**src/hdl/vb_map.svh**
```systemverilog
// address map, codes and timing constants of the vme bridge
`ifndef VB_MAP_SVH
`define VB_MAP_SVH
`define VB_WIN_NUM 12
`define VB_WIN_LSB 23
`define VB_WIN_MSB 26
`define VB_TAG_LSB 27
`define VB_PIO_TAG 13'h0002
`define VB_SLV_LSB 24
`define VB_AM_SD_SGL 6'h0d
`define VB_AM_UD_SGL 6'h09
`define VB_AM_SD_BLT 6'h0f
`define VB_AM_UD_BLT 6'h0b
`define VB_AM_SD_D64 6'h0c
`define VB_AM_UD_D64 6'h08
`define VB_D32_STEP 32'h0000_0004
`define VB_D64_STEP 32'h0000_0008
`define VB_MEM_STEP 40'h00_0000_0008
`define VB_CLK_NS 100
`define VB_DTACK_TO_NS 10000
`define VB_DTACK_TO_CYC (`VB_DTACK_TO_NS / `VB_CLK_NS)
`define VB_FIFO_W 64
`define VB_FIFO_DEPTH 16
`endif

```
**src/hdl/vb_pkg.sv**
```systemverilog
// state types of the vme bridge
package vb_pkg;
    typedef enum logic [1:0] {
        M_IDLE = 2'b00, M_BUSREQ = 2'b01, M_STROBE = 2'b10, M_RELEASE = 2'b11
    } vb_mst_st_t;
    typedef enum logic [1:0] {
        SL_IDLE = 2'b00, SL_WAIT = 2'b01, SL_ACK = 2'b10
    } vb_slv_st_t;
    typedef enum logic [1:0] {
        OWN_NONE = 2'b00, OWN_SLV = 2'b01, OWN_FIFO = 2'b10, OWN_FETCH = 2'b11
    } vb_own_t;
endpackage

```
**src/hdl/vb_fifo.sv**
```systemverilog
// flip-flop fifo with valid/ready on both sides, depth a power of two
`timescale 1ns/100ps
module vb_fifo #(
    parameter int W = 64,
    parameter int D = 16
) (
    // clock and reset
    input wire logic i_clk,
    input wire logic i_rstn,
    // fill side
    input wire logic i_valid,
    input wire logic [W-1:0] i_data,
    output logic o_ready,
    // drain side
    output logic o_valid,
    output logic [W-1:0] o_data,
    input wire logic i_ready
);
    localparam int AW = $clog2(D);
    logic [W-1:0] mem_q [D];
    logic [AW:0] wr_q;
    logic [AW:0] rd_q;

    // extra pointer bit tells full from empty
    assign o_valid = (wr_q != rd_q);
    assign o_ready = (wr_q != {~rd_q[AW], rd_q[AW-1:0]});
    assign o_data = mem_q[rd_q[AW-1:0]];

    always_ff @(posedge i_clk) begin
        if (!i_rstn) begin
            wr_q <= '0;
            rd_q <= '0;
        end else begin
            if (i_valid && o_ready) begin
                wr_q <= wr_q + 1'b1;
            end
            if (o_valid && i_ready) begin
                rd_q <= rd_q + 1'b1;
            end
        end
    end

    always_ff @(posedge i_clk) begin
        if (i_valid && o_ready) begin
            mem_q[wr_q[AW-1:0]] <= i_data;
        end
    end
endmodule

```
**src/hdl/vb_bridge.sv**
```systemverilog
// vme bridge: pio master, slave into host memory and dma engine
`timescale 1ns/100ps
`include "vb_map.svh"
module vb_bridge (
    // clock and reset
    input wire logic i_clk,
    input wire logic i_rstn,
    // cpu side of the system bus
    input wire logic i_sb_req,
    input wire logic i_sb_we,
    input wire logic [39:0] i_sb_addr,
    input wire logic [63:0] i_sb_wdata,
    output logic o_sb_ready,
    output logic o_sb_rsp_valid,
    output logic o_sb_rsp_err,
    output logic [63:0] o_sb_rsp_data,
    // window setup and master privilege
    input wire logic i_win_we,
    input wire logic [3:0] i_win_idx,
    input wire logic [8:0] i_win_base,
    input wire logic i_am_super,
    // memory side of the system bus
    output logic o_mem_req,
    output logic o_mem_we,
    output logic [39:0] o_mem_addr,
    output logic [63:0] o_mem_wdata,
    input wire logic i_mem_ack,
    input wire logic [63:0] i_mem_rdata,
    // vme master
    output logic o_vme_br,
    input wire logic i_vme_bg,
    output logic o_vme_as,
    output logic o_vme_ds,
    output logic o_vme_write,
    output logic [5:0] o_vme_am,
    output logic o_vme_d64,
    output logic [31:0] o_vme_addr,
    output logic [63:0] o_vme_wdata,
    input wire logic i_vme_dtack,
    input wire logic i_vme_berr,
    input wire logic [63:0] i_vme_rdata,
    // vme slave
    input wire logic i_vs_as,
    input wire logic i_vs_ds,
    input wire logic i_vs_write,
    input wire logic [31:0] i_vs_addr,
    input wire logic [63:0] i_vs_wdata,
    input wire logic [7:0] i_slv_vbase,
    input wire logic [15:0] i_slv_hbase,
    output logic o_vs_dtack,
    output logic [63:0] o_vs_rdata,
    // dma engine
    input wire logic i_dma_start,
    input wire logic i_dma_rd,
    input wire logic i_dma_d64,
    input wire logic [39:0] i_dma_haddr,
    input wire logic [31:0] i_dma_vaddr,
    input wire logic [15:0] i_dma_len,
    output logic o_dma_busy,
    output logic o_dma_done,
    output logic o_dma_err
);
    vb_pkg::vb_mst_st_t mst_q;
    vb_pkg::vb_slv_st_t slv_q;
    vb_pkg::vb_own_t own_q;
    logic [8:0] win_q [`VB_WIN_NUM];
    logic pio_q, wr_q, rsp_v_q, rsp_err_q;
    logic [31:0] vaddr_q, dvaddr_q, gath_q;
    logic [63:0] vwdata_q, rsp_data_q, mem_wdata_q, vs_rdata_q, wbuf_q;
    logic [7:0] to_q;
    logic dma_busy_q, dma_done_q, dma_err_q, dma_rd_q, dma_d64_q, half_q;
    logic wbuf_v_q, mem_we_q;
    logic [39:0] haddr_q, mem_addr_q;
    logic [16:0] beats_q;
    logic [15:0] fetch_q;
    logic pio_take, dma_go, beat_ok, beat_err, to_hit, dma_fin, slv_hit;
    logic fifo_in_rdy, fifo_push, fifo_out_v, fifo_pop;
    logic [63:0] fifo_in_d, fifo_out_d;

    function automatic logic pio_hit(input logic [39:0] a);
        return (a[39:`VB_TAG_LSB] == `VB_PIO_TAG) &&
            (a[`VB_WIN_MSB:`VB_WIN_LSB] < 4'(`VB_WIN_NUM));
    endfunction

    function automatic logic [5:0] am_code(input logic sup, blk, d64);
        if (d64) begin
            return sup ? `VB_AM_SD_D64 : `VB_AM_UD_D64;
        end
        if (blk) begin
            return sup ? `VB_AM_SD_BLT : `VB_AM_UD_BLT;
        end
        return sup ? `VB_AM_SD_SGL : `VB_AM_UD_SGL;
    endfunction

    ////////////////////////////////////////////////////////////////////////
    // decode and handshake terms
    assign to_hit = (to_q == 8'(`VB_DTACK_TO_CYC));
    assign beat_ok = (mst_q == vb_pkg::M_STROBE) && i_vme_dtack;
    assign beat_err = (mst_q == vb_pkg::M_STROBE) && !i_vme_dtack &&
        (i_vme_berr || to_hit);
    assign pio_take = i_sb_req && o_sb_ready && pio_hit(i_sb_addr);
    // a read beat waits for fifo room so the gathered word is never dropped
    assign dma_go = dma_busy_q && !dma_err_q && (beats_q != 17'h0) &&
        (dma_rd_q ? fifo_in_rdy : wbuf_v_q);
    assign fifo_push = beat_ok && !pio_q && dma_rd_q &&
        (dma_d64_q || half_q);
    assign fifo_in_d = dma_d64_q ? i_vme_rdata :
        {i_vme_rdata[31:0], gath_q};
    assign fifo_pop = (own_q == vb_pkg::OWN_FIFO) && i_mem_ack;
    assign dma_fin = dma_busy_q && (beats_q == 17'h0) &&
        (mst_q == vb_pkg::M_IDLE) &&
        (!dma_rd_q || (!fifo_out_v && own_q != vb_pkg::OWN_FIFO));
    // own master cycles are never answered by the slave side
    assign slv_hit = i_vs_as && i_vs_ds && !o_vme_as &&
        (i_vs_addr[31:`VB_SLV_LSB] == i_slv_vbase);

    ////////////////////////////////////////////////////////////////////////
    // window bases
    always_ff @(posedge i_clk) begin
        if (!i_rstn) begin
            for (int i = 0; i < `VB_WIN_NUM; i++) begin
                win_q[i] <= 9'h000;
            end
        end else if (i_win_we && i_win_idx < 4'(`VB_WIN_NUM)) begin
            win_q[i_win_idx] <= i_win_base;
        end
    end

    ////////////////////////////////////////////////////////////////////////
    // vme master cycle, shared by pio and dma with pio first
    always_ff @(posedge i_clk) begin
        if (!i_rstn) begin
            mst_q <= vb_pkg::M_IDLE;
            pio_q <= 1'b0;
            wr_q <= 1'b0;
            vaddr_q <= 32'h0;
            vwdata_q <= 64'h0;
            to_q <= 8'h00;
        end else begin
            unique case (mst_q)
                vb_pkg::M_IDLE: begin
                    if (pio_take) begin
                        pio_q <= 1'b1;
                        wr_q <= i_sb_we;
                        vaddr_q <= {win_q[i_sb_addr[`VB_WIN_MSB:`VB_WIN_LSB]],
                            i_sb_addr[`VB_WIN_LSB-1:0]};
                        vwdata_q <= i_sb_wdata;
                        mst_q <= vb_pkg::M_BUSREQ;
                    end else if (dma_go) begin
                        pio_q <= 1'b0;
                        wr_q <= !dma_rd_q;
                        vaddr_q <= dvaddr_q;
                        vwdata_q <= (dma_d64_q || !half_q) ? wbuf_q :
                            {32'h0, wbuf_q[63:32]};
                        mst_q <= vb_pkg::M_BUSREQ;
                    end
                end
                vb_pkg::M_BUSREQ: begin
                    if (i_vme_bg) begin
                        to_q <= 8'h00;
                        mst_q <= vb_pkg::M_STROBE;
                    end
                end
                vb_pkg::M_STROBE: begin
                    to_q <= to_q + 8'h01;
                    if (i_vme_dtack || i_vme_berr || to_hit) begin
                        mst_q <= vb_pkg::M_RELEASE;
                    end
                end
                vb_pkg::M_RELEASE: begin
                    if (!i_vme_dtack) begin
                        mst_q <= vb_pkg::M_IDLE;
                    end
                end
            endcase
        end
    end

    ////////////////////////////////////////////////////////////////////////
    // cpu responses: data for loads, error for a pio access ending in bus error or timeout
    always_ff @(posedge i_clk) begin
        if (!i_rstn) begin
            rsp_v_q <= 1'b0;
            rsp_err_q <= 1'b0;
            rsp_data_q <= 64'h0;
        end else begin
            rsp_v_q <= 1'b0;
            rsp_err_q <= 1'b0;
            if (pio_q && beat_ok && !wr_q) begin
                rsp_v_q <= 1'b1;
                rsp_data_q <= i_vme_rdata;
            end else if (pio_q && beat_err) begin
                rsp_v_q <= 1'b1;
                rsp_err_q <= 1'b1;
            end
        end
    end

    ////////////////////////////////////////////////////////////////////////
    // dma engine
    always_ff @(posedge i_clk) begin
        if (!i_rstn) begin
            dma_busy_q <= 1'b0;
            dma_done_q <= 1'b0;
            dma_err_q <= 1'b0;
            dma_rd_q <= 1'b0;
            dma_d64_q <= 1'b0;
            half_q <= 1'b0;
            wbuf_v_q <= 1'b0;
            wbuf_q <= 64'h0;
            gath_q <= 32'h0;
            haddr_q <= 40'h0;
            dvaddr_q <= 32'h0;
            beats_q <= 17'h0;
            fetch_q <= 16'h0;
        end else if (i_dma_start && !dma_busy_q) begin
            dma_busy_q <= (i_dma_len != 16'h0);
            dma_done_q <= (i_dma_len == 16'h0);
            dma_err_q <= 1'b0;
            dma_rd_q <= i_dma_rd;
            dma_d64_q <= i_dma_d64;
            haddr_q <= i_dma_haddr;
            dvaddr_q <= i_dma_vaddr;
            beats_q <= i_dma_d64 ? {1'b0, i_dma_len} : {i_dma_len, 1'b0};
            fetch_q <= i_dma_rd ? 16'h0 : i_dma_len;
            half_q <= 1'b0;
            wbuf_v_q <= 1'b0;
        end else begin
            if (!pio_q && beat_ok) begin
                dvaddr_q <= dvaddr_q +
                    (dma_d64_q ? `VB_D64_STEP : `VB_D32_STEP);
                beats_q <= beats_q - 17'h1;
                half_q <= !dma_d64_q && !half_q;
                if (!half_q) begin
                    gath_q <= i_vme_rdata[31:0];
                end
                if (dma_d64_q || half_q) begin
                    wbuf_v_q <= 1'b0;
                end
            end
            if (!pio_q && beat_err) begin
                dma_err_q <= 1'b1;
                dma_busy_q <= 1'b0;
                dma_done_q <= 1'b1;
            end else if (dma_fin) begin
                dma_busy_q <= 1'b0;
                dma_done_q <= 1'b1;
            end
            if (own_q == vb_pkg::OWN_FETCH && i_mem_ack) begin
                wbuf_q <= i_mem_rdata;
                wbuf_v_q <= 1'b1;
                fetch_q <= fetch_q - 16'h1;
                haddr_q <= haddr_q + `VB_MEM_STEP;
            end
            if (fifo_pop) begin
                haddr_q <= haddr_q + `VB_MEM_STEP;
            end
        end
    end

    vb_fifo #(
        .W(`VB_FIFO_W),
        .D(`VB_FIFO_DEPTH)
    ) u_fifo (
        .i_clk(i_clk),
        .i_rstn(i_rstn),
        .i_valid(fifo_push),
        .i_data(fifo_in_d),
        .o_ready(fifo_in_rdy),
        .o_valid(fifo_out_v),
        .o_data(fifo_out_d),
        .i_ready(fifo_pop)
    );

    ////////////////////////////////////////////////////////////////////////
    // memory port: slave first so external masters see short latency
    always_ff @(posedge i_clk) begin
        if (!i_rstn) begin
            own_q <= vb_pkg::OWN_NONE;
            mem_we_q <= 1'b0;
            mem_addr_q <= 40'h0;
            mem_wdata_q <= 64'h0;
        end else begin
            unique case (own_q)
                vb_pkg::OWN_NONE: begin
                    if (slv_q == vb_pkg::SL_WAIT) begin
                        own_q <= vb_pkg::OWN_SLV;
                        mem_we_q <= i_vs_write;
                        mem_addr_q <= {i_slv_hbase,
                            i_vs_addr[`VB_SLV_LSB-1:0]};
                        mem_wdata_q <= i_vs_wdata;
                    end else if (fifo_out_v) begin
                        own_q <= vb_pkg::OWN_FIFO;
                        mem_we_q <= 1'b1;
                        mem_addr_q <= haddr_q;
                        mem_wdata_q <= fifo_out_d;
                    end else if (dma_busy_q && !dma_rd_q && !dma_err_q &&
                        !wbuf_v_q && fetch_q != 16'h0) begin
                        own_q <= vb_pkg::OWN_FETCH;
                        mem_we_q <= 1'b0;
                        mem_addr_q <= haddr_q;
                    end
                end
                vb_pkg::OWN_SLV, vb_pkg::OWN_FIFO, vb_pkg::OWN_FETCH: begin
                    if (i_mem_ack) begin
                        own_q <= vb_pkg::OWN_NONE;
                    end
                end
            endcase
        end
    end

    ////////////////////////////////////////////////////////////////////////
    // vme slave into host memory
    always_ff @(posedge i_clk) begin
        if (!i_rstn) begin
            slv_q <= vb_pkg::SL_IDLE;
            vs_rdata_q <= 64'h0;
        end else begin
            unique case (slv_q)
                vb_pkg::SL_IDLE: begin
                    if (slv_hit) begin
                        slv_q <= vb_pkg::SL_WAIT;
                    end
                end
                vb_pkg::SL_WAIT: begin
                    if (own_q == vb_pkg::OWN_SLV && i_mem_ack) begin
                        slv_q <= vb_pkg::SL_ACK;
                        vs_rdata_q <= i_mem_rdata;
                    end
                end
                vb_pkg::SL_ACK: begin
                    if (!i_vs_ds) begin
                        slv_q <= vb_pkg::SL_IDLE;
                    end
                end
                default: slv_q <= vb_pkg::SL_IDLE;
            endcase
        end
    end

    ////////////////////////////////////////////////////////////////////////
    // outputs
    assign o_sb_ready = (mst_q == vb_pkg::M_IDLE);
    assign o_sb_rsp_valid = rsp_v_q;
    assign o_sb_rsp_err = rsp_err_q;
    assign o_sb_rsp_data = rsp_data_q;
    assign o_mem_req = (own_q != vb_pkg::OWN_NONE);
    assign o_mem_we = mem_we_q;
    assign o_mem_addr = mem_addr_q;
    assign o_mem_wdata = mem_wdata_q;
    assign o_vme_br = (mst_q != vb_pkg::M_IDLE);
    assign o_vme_as = (mst_q == vb_pkg::M_STROBE) ||
        (mst_q == vb_pkg::M_RELEASE);
    assign o_vme_ds = (mst_q == vb_pkg::M_STROBE);
    assign o_vme_write = wr_q;
    assign o_vme_am = am_code(i_am_super, !pio_q, !pio_q && dma_d64_q);
    assign o_vme_d64 = !pio_q && dma_d64_q;
    assign o_vme_addr = vaddr_q;
    assign o_vme_wdata = vwdata_q;
    assign o_vs_dtack = (slv_q == vb_pkg::SL_ACK);
    assign o_vs_rdata = vs_rdata_q;
    assign o_dma_busy = dma_busy_q;
    assign o_dma_done = dma_done_q;
    assign o_dma_err = dma_err_q;
endmodule

```
**config.mk**
```make
export PLATFORM = sky130hd
export DESIGN_NAME = vb_bridge
export DESIGN_NICKNAME = d
export VERILOG_FILES = /design/src/hdl/vb_pkg.sv /design/src/hdl/vb_fifo.sv /design/src/hdl/vb_bridge.sv
export VERILOG_INCLUDE_DIRS = /design/src /design/src/hdl
export SDC_FILE = /design/constraint.sdc
export NUM_CORES = 2
export LEC_CHECK = 0
export ABC_AREA = 0
export ABC_CLOCK_PERIOD_IN_PS = 7000
export BUFFER_PORTS_ARGS = -buffer_cell sky130_fd_sc_hd__buf_2
export CAP_MARGIN = 15
export CORE_MARGIN = 5
export CORE_UTILIZATION = 45
export DETAILED_ROUTE_END_ITERATION = 10
export PLACE_DENSITY = 0.6
export SETUP_SLACK_MARGIN = 0.1
export SLEW_MARGIN = 20
export SYNTH_ARGS = -nofsm -noshare
export SYNTH_HDL_FRONTEND = slang
export SYNTH_HIERARCHICAL = 1
export SYNTH_SLANG_ARGS = --single-unit
```
**constraint.sdc**
```tcl
create_clock -name i_clk -period 7 [get_ports i_clk]
set_input_delay 0.7 -clock i_clk [delete_from_list [all_inputs] [get_ports i_clk]]
set_output_delay 0.7 -clock i_clk [all_outputs]
set_load 0.02 [all_outputs]
```
==> impl_metrics.py <==
metrics = {
    "route": {
        "firstDrtPassIters": 7,
        "route.detailed.drc": 0,
        "drtAntennaViolNets": 0,
        "post_drt_wl_per_cell_um": 28.06,
        "vias": 45600,
        "drtIter0Drc": 4497,
        "wl_um": 219900,
        "via_per_inst": 5.817,
    },
    "place": {
        "place_ws_ns": 2.284,
        "gp_congestion": 0.9101,
        "dpl.hpwl_um": 146700,
        "port_buffers": 811,
        "placed_area_um2": 75480,
    },
    "floorplanning": {
        "die-area_um2": 162500,
        "core_um2": 153900,
        "ios": 817,
        "rows": 144,
        "die_w_um": 403.1,
        "die_h_um": 403.1,
        "start_util_pct": 45.19,
    },
    "clocking": {
        "cts.sinks": 1717,
        "cts_tree": "done",
        "clk_latency_ns": 0.80,
        "cts_made_buffers": 178,
        "htree_levels": 4,
        "path_clk_slew_ns": 0.06,
        "clock_path_buffers": 3,
        "cts-hold-fix-buffers": 0,
        "postCtsSetupBuffers": 0,
        "cts-root-buf": "clkbuf_16",
        "cts_resized": 0,
    },
    "run": {
        "max_cap_viol_count": 0,
    },
    "worst_setup_path": {
        "crit_fanout": 36,
        "arrival_ns": 4.75,
        "endpoint_kind": "flip-flop",
        "crit_type": "flip-flop to flip-flop",
        "critical_path.max_stage_delay_ns": 0.86,
        "crit_chain": "inv_1 -> ha_1 -> nand3b_1 -> buf_4 -> nor3_1 -> inv_1 -> a21oi_2 -> and3_4 -> buf_4",
        "slowest_stage": "and3_4",
        "start_kind": "flip-flop",
        "cp.required_ns": 7.42,
    },
    "power": {
        "clock_power_share_pct": 43.2,
        "combPwrFrac_pct": 5.6,
        "power.switching_mw": 5.016,
        "p_leak_nw": 28.56,
        "switching_share_pct": 23.09,
        "ir_drop_mv": 0.2091,
        "seqPwrFrac_pct": 51.2,
        "p_int_mw": 16.71,
        "power-per-cell-area_nw_per_um2": 266.9,
    },
    "outcome": {
        "status": "finished clean",
    },
    "global_routing": {
        "grt.overflow.total": 0,
        "grt_use_total_pct": 26.35,
        "grt_pass1_wl_um": 315600,
        "antenna_found_initial": 29,
        "grt_max_degree": 155,
        "grt_pass1_vias": 44590,
    },
    "synthesis": {
        "yosysMostFrequentCell": "edfxtp_1",
        "ys_warn_count": 6,
        "ys_async_sr_fraction_pct": 0,
        "yosys.area.top_type": "edfxtp_1",
        "ys.flop_type": "edfxtp_1",
        "yosysTopAreaCellShare_pct": 49.58,
        "synth.distinct_cells": 68,
        "syn_area_per_cell_um2": 14.20,
        "synth.area.top_cells": "edfxtp_1 50%, dfxtp_1 16%, mux4_2 11%, nand2_1 4.2%, a21oi_1 2.7%",
        "syn_area_um2": 69530,
        "synth_enable_flop_cells": 1148,
        "synth_seq_area_share_pct": 65.96,
        "synth_common_cells": "1148 x edfxtp_1, 787 x nand2_1, 569 x dfxtp_1",
        "syn_inst": 4898,
        "ys_ff_latch": 1717,
    },
    "finish": {
        "drive_above_1_share_pct": 28.42,
        "final_area_um2": 81390,
        "final.fill_count": 12840,
        "num-nets-final": 6121,
        "area_growth_pct": 17.05,
        "multi_input_area_um2": 22250,
        "fin_util_pct": 52.90,
        "seqCellArea_um2": 45880,
    },
    "timing": {
        "fin_crit_ns": 4.332,
        "tightest_slew_ns": 1.136,
        "min_period_over_period_pct": 61.88,
        "setup_ws_ns": 2.668,
        "fmax_mhz": 230.9,
        "finClkSkew_ns": 0.04558,
        "maxSlewHeadroom_pct": 23.62,
        "finalHoldViolCount": 0,
        "setup_viol": 0,
        "grt_setup_unrepaired": "no",
        "finalMaxSlewViolations": 0,
        "setup_tns_ns": 0,
    },
    "worst_hold_path": {
        "min_path_type": "input pin to flip-flop",
    },
}
[placed cells by master, fill, tap and decap left out, types with 43 or more instances in the layout]
master / instances
and2_1: 111
clkbuf_16: 181
dfxtp_1: 564
o21ai_0: 125
mux2i_1: 117
mux2_2: 97
nor3_1: 76
buf_2: 810
xnor2_1: 45
nand2_1: 785
a311oi_1: 109
mux4_2: 351
a21oi_1: 366
edfxtp_1: 1148
nor2b_1: 43
buf_4: 68
xor2_1: 47
clkbuf_1: 43
nor2_1: 142
[worst max-delay path, delay by kind of cell (launching register included)]
kind | cells | cell delay, ns
adders and majority gates | 1 | 0.45
DFF | 1 | 0.35
buffers and inverters | 4 | 1.05
AOI/OAI and AO/OA | 1 | 0.58
and+or+nand+nor | 3 | 1.43
[kinds of logic after synthesis]
family | count (synthesis) | share of synthesized area, %
flops | 1717 | 65.96
simple gates | 1378 | 8.996
fa+ha+maj | 19 | 0.3527
mux | 565 | 14.62
other cells | 2 | 0.01080
compound gates | 750 | 6.492
xor+xnor | 92 | 1.159
buf+inv | 375 | 2.404
[final cells by class]
type	instances	area share (%)
flip-flops and latches	1717	56.37
multi-input cells	2823	27.33
clock buffers	248	6.169
repair buffers	885	5.779
well taps	2044	3.142
clock inverters	83	1.032
inverters	28	0.1384
diodes	11	0.03382
[metal layers]
layer / vias to the layer above / share of wire [%] / global-route usage (%)
met4: 18 / 4.7 / 10.89
li1: 19990 / - / -
met5: - / 0.055 / 0
met2: 1897 / 48 / 42.33
met3: 345 / 6.9 / 4.587
met1: 23350 / 41 / 35.82
[path summary, 6_finish.rpt]
check	start	end	slack (ns)	cells after the start
setup reg to reg	mst_q[0]$_SDFFE_PN0P_	u_fifo/mem_q[10][34]$_DFFE_PP_	2.67	9
hold reg to reg	o_vs_rdata[25]$_SDFFE_PN0P_	o_vs_rdata[25]$_SDFFE_PN0P_	0.45	2
setup / recovery	mst_q[0]$_SDFFE_PN0P_	u_fifo/mem_q[10][34]$_DFFE_PP_	2.67	9
hold / removal	i_dma_haddr[0]	haddr_q[0]$_SDFFE_PN0P_	0.14	3
[power by group through the flow]
stage                     Sequential, mW  Combinational, mW  Clock (mW)
final                               11.1               1.21        9.39
after global routing                11.1               1.29        10.0
after CTS                           11.1               1.21        9.57
after detailed placement            11.3               1.20           0
after global placement              11.3               1.19           0
after floorplan                     11.3              0.610           0
[state kept, by name, indices dropped and copies added (netlist names), 2 cells and up, named ones only]
| register | flops |
|---|---|
| u_fifo/mem_q | 1024 |
| haddr_q | 40 |
| o_sb_rsp_data | 64 |
| u_fifo/wr_q | 5 |
| win_q | 124 |
| dvaddr_q | 32 |
| o_vme_addr | 32 |
| slv_q | 2 |
| beats_q | 17 |
| mst_q | 2 |
| own_q | 2 |
| o_mem_wdata | 64 |
| to_q | 8 |
| fetch_q | 16 |
| o_mem_addr | 40 |
| o_vme_wdata | 64 |
| u_fifo/rd_q | 5 |
| o_vs_rdata | 64 |
| gath_q | 32 |
| wbuf_q | 64 |
[metrics by stage]
| step | total power, mW | std cells | hold WS (ns) |
|---|---|---|---|
| finish | 21.73 | 7839 | 0.1396 |
| global route | 22.45 | 7835 | 0.1059 |
| detailed placement | 12.55 | 7496 | 0.4435 |
| global placement | 12.53 | 7495 | 0.4394 |
| floorplan | 11.96 | 4915 | 0.4338 |
| CTS | 21.91 | 7827 | 0.08372 |
Note: power is estimated with default switching activity, not from simulation.
